<file path="config.mk">
export PLATFORM = sky130hd
export DESIGN_NAME = gpg_port
export DESIGN_NICKNAME = d
export VERILOG_FILES = /design/src/hdl/gpg_pkg.sv /design/src/hdl/gpg_port.sv
export VERILOG_INCLUDE_DIRS = /design/src /design/src/hdl
export SDC_FILE = /design/constraint.sdc
export NUM_CORES = 1
export LEC_CHECK = 0
export ABC_AREA = 1
export BUFFER_PORTS_ARGS = -buffer_cell sky130_fd_sc_hd__buf_2
export CORE_MARGIN = 3
export CORE_UTILIZATION = 45
export DETAILED_ROUTE_END_ITERATION = 12
export PLACE_DENSITY = 0.82
export SLEW_MARGIN = 20
export SYNTH_ARGS = -nofsm -noshare
export SYNTH_HDL_FRONTEND = slang
export SYNTH_SLANG_ARGS = --single-unit
</file>
<file path="constraint.sdc">
create_clock -name sys_clk -period 2.2 [get_ports sys_clk]
set_input_delay 0.11 -clock sys_clk [delete_from_list [all_inputs] [get_ports sys_clk]]
set_output_delay 0.11 -clock sys_clk [all_outputs]
set_load 0.02 [all_outputs]
</file>
<file path="src/hdl/gpg_cfg.svh">
// Register offsets, field positions and reset values of the port
`ifndef GPG_CFG_SVH
`define GPG_CFG_SVH
// Byte offsets on the register bus
`define GPG_OFF_PIN_DIR 12'h000
`define GPG_OFF_LATCH 12'h004
`define GPG_OFF_DRIVE 12'h008
`define GPG_OFF_ROUTE 12'h00C
// Routing select bit positions
`define GPG_RT_B1 3
`define GPG_RT_B0 2
`define GPG_RT_A1 1
`define GPG_RT_A0 0
// Pin numbers of the shared bus pins
`define GPG_PIN_B_CLK 7
`define GPG_PIN_B_DAT 6
`define GPG_PIN_A_CLK 5
`define GPG_PIN_A_DAT 4
// Reset values
`define GPG_RST_DIR 8'h00
`define GPG_RST_LATCH 8'h00
`define GPG_RST_DRIVE 8'h00
`define GPG_RST_ROUTE 4'h0
`endif

</file>
<file path="src/hdl/gpg_pkg.sv">
// Types shared by the port and its bench
package gpg_pkg;
    // Low-drive requests from one serial bus controller
    typedef struct packed {
        logic clk_low;
        logic data_low;
    } gpg_bus_drv_t;
    // Line levels handed back to one serial bus controller
    typedef struct packed {
        logic clk_lvl;
        logic data_lvl;
    } gpg_bus_lvl_t;
endpackage

</file>
<file path="src/hdl/gpg_port.sv">
// Eight-bit general purpose port with two shared serial bus pin pairs
//
// Our own choices: the address map and register access over APB.
`timescale 1ns/1ps
`include "gpg_cfg.svh"

// Functional notes
// Per-pin direction bit, 1 output, reset 0
// Direction write-only, shared address reads pins
// Shared address write updates direction only
// Output latch always read/write, reset zero
// Pin level read returns live pins
// Plain output driven from latch bit
// Bus-B select moves pins 7,6 to bus
// Bus-A select moves pins 5,4 to bus
// Bus pins open drain, never driven high
// Pins 3..0 plain input or output
// Drive-type bit: 1 disables high drive
module gpg_port
    import gpg_pkg::*;
#(
    parameter int PIN_COUNT = 8
) (
    // Clock, reset and freeze
    input wire logic sys_clk,
    input wire logic rst,
    input wire logic ce,
    // APB slave
    input wire logic psel,
    input wire logic penable,
    input wire logic pwrite,
    input wire logic [11:0] paddr,
    input wire logic [31:0] pwdata,
    output logic [31:0] prdata,
    output logic pready,
    output logic pslverr,
    // Package pins
    input wire logic [PIN_COUNT-1:0] pin_in,
    output logic [PIN_COUNT-1:0] pin_out,
    output logic [PIN_COUNT-1:0] pin_oe,
    // Serial bus controllers
    input wire gpg_bus_drv_t bus_a_drv,
    input wire gpg_bus_drv_t bus_b_drv,
    output gpg_bus_lvl_t bus_a_lvl,
    output gpg_bus_lvl_t bus_b_lvl
);

    // Control registers
    logic [PIN_COUNT-1:0] port_direction_reg; // Direction per pin
    logic [PIN_COUNT-1:0] port_output_latch; // Output data
    logic [PIN_COUNT-1:0] port_drive_type_reg; // 1 selects open drain
    logic [3:0] bus_routing_control_reg; // Bus routing selects

    // Pin synchroniser stages
    logic [PIN_COUNT-1:0] pin_meta; // First stage, read by second only
    logic [PIN_COUNT-1:0] port_pin_level_reg; // Second stage, live levels

    // Bus decode
    logic acc_start; // Access phase, answer not yet given
    logic acc_done; // Access completes at this edge
    logic hit_pin_dir; // Shared level and direction word
    logic hit_latch; // Output latch word
    logic hit_drive; // Drive type word
    logic hit_route; // Routing word
    logic hit_any; // Mapped address
    logic [31:0] next_prdata; // Read mux

    // Pin drive
    logic bus_a_on; // Pins 5,4 belong to bus A
    logic bus_b_on; // Pins 7,6 belong to bus B
    logic [PIN_COUNT-1:0] bus_sel; // Pin handed to a bus
    logic [PIN_COUNT-1:0] bus_low; // Bus asks for low drive
    logic [PIN_COUNT-1:0] next_pin_out; // Next driven level
    logic [PIN_COUNT-1:0] next_pin_oe; // Next enable

    // Address decode and phase tracking
    assign acc_start = psel && penable && !pready;
    assign acc_done = psel && penable && pready;
    assign hit_pin_dir = (paddr == `GPG_OFF_PIN_DIR);
    assign hit_latch = (paddr == `GPG_OFF_LATCH);
    assign hit_drive = (paddr == `GPG_OFF_DRIVE);
    assign hit_route = (paddr == `GPG_OFF_ROUTE);
    assign hit_any = hit_pin_dir || hit_latch || hit_drive || hit_route;

    // Read data mux, unmapped reads give zero
    always_comb begin
        next_prdata = 32'h0000_0000;
        if (hit_pin_dir) begin
            // Shared word shows pins, never direction
            next_prdata[PIN_COUNT-1:0] = port_pin_level_reg;
        end else if (hit_latch) begin
            next_prdata[PIN_COUNT-1:0] = port_output_latch;
        end else if (hit_drive) begin
            next_prdata[PIN_COUNT-1:0] = port_drive_type_reg;
        end else if (hit_route) begin
            next_prdata[3:0] = bus_routing_control_reg;
        end
    end

    // Answer one cycle into the access phase, then drop
    always_ff @(posedge sys_clk or posedge rst) begin
        if (rst) begin
            pready <= 1'b0;
            pslverr <= 1'b0;
            prdata <= 32'h0000_0000;
        end else if (ce) begin
            if (acc_start) begin
                pready <= 1'b1;
                pslverr <= !hit_any;
                prdata <= pwrite ? 32'h0000_0000 : next_prdata;
            end else begin
                pready <= 1'b0;
                pslverr <= 1'b0;
            end
        end
    end

    // Direction, written through the shared address
    always_ff @(posedge sys_clk or posedge rst) begin
        if (rst) begin
            port_direction_reg <= `GPG_RST_DIR;
        end else if (ce && acc_done && pwrite && hit_pin_dir) begin
            // Level word itself has no storage to write
            port_direction_reg <= pwdata[PIN_COUNT-1:0];
        end
    end

    // Output latch, writable in any direction
    always_ff @(posedge sys_clk or posedge rst) begin
        if (rst) begin
            port_output_latch <= `GPG_RST_LATCH;
        end else if (ce && acc_done && pwrite && hit_latch) begin
            port_output_latch <= pwdata[PIN_COUNT-1:0];
        end
    end

    // Drive type per pin
    always_ff @(posedge sys_clk or posedge rst) begin
        if (rst) begin
            port_drive_type_reg <= `GPG_RST_DRIVE;
        end else if (ce && acc_done && pwrite && hit_drive) begin
            port_drive_type_reg <= pwdata[PIN_COUNT-1:0];
        end
    end

    // Routing selects for the two bus pin pairs
    always_ff @(posedge sys_clk or posedge rst) begin
        if (rst) begin
            bus_routing_control_reg <= `GPG_RST_ROUTE;
        end else if (ce && acc_done && pwrite && hit_route) begin
            bus_routing_control_reg <= pwdata[3:0];
        end
    end

    // Two-stage pin synchroniser
    always_ff @(posedge sys_clk or posedge rst) begin
        if (rst) begin
            pin_meta <= '0;
            port_pin_level_reg <= '0;
        end else if (ce) begin
            pin_meta <= pin_in;
            port_pin_level_reg <= pin_meta;
        end
    end

    // Either select bit of a pair hands the pins over
    assign bus_b_on = bus_routing_control_reg[`GPG_RT_B1]
        || bus_routing_control_reg[`GPG_RT_B0];
    assign bus_a_on = bus_routing_control_reg[`GPG_RT_A1]
        || bus_routing_control_reg[`GPG_RT_A0];

    // Per-pin bus ownership and low-drive request
    always_comb begin
        bus_sel = '0;
        bus_low = '0;
        bus_sel[`GPG_PIN_B_CLK] = bus_b_on;
        bus_sel[`GPG_PIN_B_DAT] = bus_b_on;
        bus_sel[`GPG_PIN_A_CLK] = bus_a_on;
        bus_sel[`GPG_PIN_A_DAT] = bus_a_on;
        bus_low[`GPG_PIN_B_CLK] = bus_b_drv.clk_low;
        bus_low[`GPG_PIN_B_DAT] = bus_b_drv.data_low;
        bus_low[`GPG_PIN_A_CLK] = bus_a_drv.clk_low;
        bus_low[`GPG_PIN_A_DAT] = bus_a_drv.data_low;
    end

    // Drive selection, one copy per pin
    for (genvar i = 0; i < PIN_COUNT; i++) begin : g_pin
        always_comb begin
            if (bus_sel[i]) begin
                // Open drain, only ever pulls low
                next_pin_out[i] = 1'b0;
                next_pin_oe[i] = bus_low[i];
            end else if (!port_direction_reg[i]) begin
                // Input, driver off
                next_pin_out[i] = 1'b0;
                next_pin_oe[i] = 1'b0;
            end else if (port_drive_type_reg[i]) begin
                // Open drain, high side off for a 1
                next_pin_out[i] = 1'b0;
                next_pin_oe[i] = !port_output_latch[i];
            end else begin
                // Push-pull from the latch
                next_pin_out[i] = port_output_latch[i];
                next_pin_oe[i] = 1'b1;
            end
        end
    end

    // Registered pin drivers
    always_ff @(posedge sys_clk or posedge rst) begin
        if (rst) begin
            pin_out <= '0;
            pin_oe <= '0;
        end else if (ce) begin
            pin_out <= next_pin_out;
            pin_oe <= next_pin_oe;
        end
    end

    // Line levels back to the bus controllers
    always_ff @(posedge sys_clk or posedge rst) begin
        if (rst) begin
            bus_a_lvl <= '0;
            bus_b_lvl <= '0;
        end else if (ce) begin
            bus_b_lvl.clk_lvl <= port_pin_level_reg[`GPG_PIN_B_CLK];
            bus_b_lvl.data_lvl <= port_pin_level_reg[`GPG_PIN_B_DAT];
            bus_a_lvl.clk_lvl <= port_pin_level_reg[`GPG_PIN_A_CLK];
            bus_a_lvl.data_lvl <= port_pin_level_reg[`GPG_PIN_A_DAT];
        end
    end
endmodule

</file>
==> impl_results.md <==
* Router iterations before antenna repair at 4
* Final Instance Area at 0.00427 mm^2
* H-Tree Depth at 3
* Area contributors post-synth: dfrtp_1 (52%), nand2_1 (8.6%), inv_1 (5.8%), buf_4 (5.5%), o21ai_0 (4.8%)
* Initial antenna violation count at 0
* RSZ-0062 raised after global routing: no
* Clock root cell: clkbuf_8
* Port Buf Inserts at 67
* Synth unique cells at 28
* Filler instances at 650
* CTS sink count at 74
* CTS buffer count at 9
* Critical path fanouts, max at 16
* Post-DP Area at 0.00391 mm^2
* Crit path DAT at 1.85 ns
* Die Span Y at 95.2 um
* Routed wire length at 7.87 mm
* Min Tclk post-route at 1.64 ns
* Worst skew pair latency at 0.35 ns
* Layout cell share with drive strength beyond 1 at 24.5%
* Post-synthesis async set-or-reset flop share at 100%
* IO Pins at 116
* Routed len/inst at 13.3 um
* Reg clk slew, reported paths at 0.08 ns
* Worst IR drop on VDD at 348 uV
* Worst-Margin Slew at 0.606 ns
* Die width at 95.2 um
* Max-cap violations at 0
* Setup TNS Final at 0 ns
* Finish-stage setup viols at 0
* Vias in the first global route at 2815
* Area leader, netlist: dfrtp_1
* Setup Fix Bufs, Post-CTS at 0
* Post-synth EDFFs at 0
* Cells after synthesis at 403
* Rows at 31
* CTS tree: done
* FF/Latch Area at 0.00185 mm^2
* Warnings from Yosys at 0
* Max clock buf depth at 2
* CP endpoint kind: register
* Power per Cell Area at 647 mW/mm^2
* Detailed-route via count at 2898
* CP Class: register to register
* Register area share after synthesis at 51.8%
* CP Launch Type: register
* Final worst-path cycle share at 74.5%
* Initial DRC Count at 141
* Status: complete, no violations
* Post-Syn Area at 0.00358 mm^2
* Multi-input gate area at 0.00134 mm^2
* Clock skew at 0.00690 ns
* Antenna Nets Post-Route at 0
* Slew HR at 59.6%
* Slowest stage delay, CP at 0.61 ns
* First-pass GRT wire length at 12.8 mm
* Final hold violations at 0
* Hold Crit Class: input pin to register
* Worst path cell trace: nand2_1, nor2_1, and3_1, o21ai_0
* Synthesized area per cell at 8.88 um^2
* Final Max Tran Viols at 0
* List of most frequent post-synthesis cells: nand2_1 (82), dfrtp_1 (74), inv_1 (55)
* Top cell type's share of synthesized area at 51.8%
* Synthesized flop and latch total at 74
* Largest net degree at the start of global routing at 42
* # DRC at 0
* Req. time, crit path at 2.41 ns
* Final GP Congestion at 0.788
* GR Util All Layers at 18.4%
* Final #Nets at 550
* CP max-delay cell: and3_1
* HPWL Detailed at 5.56 mm
* Max Freq at 0.610 GHz
* Remaining Overflow, GRT at 0
* Post-synth top flop: dfrtp_1
* Cell with the most instances after synthesis: nand2_1
* Starting Density at 47.8%
* CORE AREA at 0.00749 mm^2
* Die footprint at 0.00906 mm^2
* Drt via density at 4.90
* LEAKAGE at 2.14 nW
* P&R area growth vs syn at 19.4%
* N_diodes at 0
-- report_power, final --
part	switching, mW	total, mW	internal, mW
sequential	0.0177	1.42	1.40
clock	0.516	1.07	0.554
combinational	0.179	0.272	0.0925
total	0.713	2.76	2.05
-- cells in the final DEF (no fill, tap or decap) --
cell            n
clkinvlp_4      3
inv_1          54
inv_2           3
and3_1          1
dfrtp_1        74
nand2_2         3
nand3_4         1
bufinv_16       1
a31oi_1         4
o21ai_2         8
clkbuf_8       10
o22ai_1         4
o21ai_0        34
nand2_1        82
o211ai_1        9
clkinv_2        1
nand3b_1        1
clkinv_4        1
mux2_2         12
buf_2          67
nand3_1        30
nand2_4         1
nor3_4          2
buf_4           6
nand4_1         4
dlygate4sd3_1  16
nor2_1         16
nor3_1          3
conb_1         24
nor2_4          2
a21oi_1         8
o21ai_1         8
-- per-stage QoR --
step / hold WS [ns] / worst slack (ns) / std cells / total power [mW] / utilization [%]
2_1_floorplan: 0.231 / 0.208 / 426 / 1.64 / -
3_3_place_gp: 0.200 / 0.627 / 560 / 1.69 / 52.2
3_5_place_dp: 0.218 / 0.590 / 560 / 1.70 / 52.2
4_1_cts: 0.00788 / 0.566 / 592 / 2.79 / 57.1
5_1_grt: 0.0283 / 0.390 / 592 / 2.88 / 57.1
6_report: 0.0193 / 0.561 / 592 / 2.76 / 57.1
-- worst max-delay path: cells and delay by family, from the launching register on --
| family | cells | cell delay [ns] |
|---|---|---|
| flip-flops | 1 | 0.36 |
| AO/OA/AOI/OAI | 1 | 0.16 |
| AND/OR/NAND/NOR | 3 | 0.96 |
-- cell families (layout without fill, tap and decap cells) --
family	Yosys count	in the layout	synth area share (%)
buffers and inverters	95	162	13.3
AND/OR/NAND/NOR	146	146	18.9
other	1	24	0.105
flip-flops	74	74	51.8
multiplexers	12	12	3.78
AO/OA/AOI/OAI	75	75	12.2
-- routing by layer --
metal	up-vias	global-route usage, %	part of all wire, %
met5	-	0	0
met1	1358	24.2	44
met4	0	10.2	2.6
li1	1423	-	-
met3	15	3.16	6.7
met2	102	28.9	47
-- final timing paths --
kind	from	endpoint	slack, ns	cells after the start
min in group asynchronous	rst	pin_oe[5]$_DFFE_PP0P_	0.36	3
worst max-delay path	pready$_DFFE_PP0P_	port_direction_reg[4]$_DFFE_PP0P_	0.56	4
worst max register to register	pready$_DFFE_PP0P_	port_direction_reg[4]$_DFFE_PP0P_	0.56	4
max in group asynchronous	rst	prdata[7]$_DFFE_PP0P_	1.05	4
worst min register to register	prdata[5]$_DFFE_PP0P_	prdata[5]$_DFFE_PP0P_	0.48	2
worst min-delay path	pwdata[0]	port_direction_reg[0]$_DFFE_PP0P_	0.02	3
-- cell type report --
class,count,share of cell area (%)
clock inverter,6,1.55
sequential,74,43.4
multi-input combinational,257,31.3
inverter,57,5.01
clock buffer,10,3.22
timing repair buffer,89,12.7
tap,99,2.90
-- timing repair --
item,in CTS,in global routing
hold endpoints to repair,42,0
gates resized for setup,0,0
hold buffers,16,0
No activity file was read; power rests on OpenSTA's default activity.
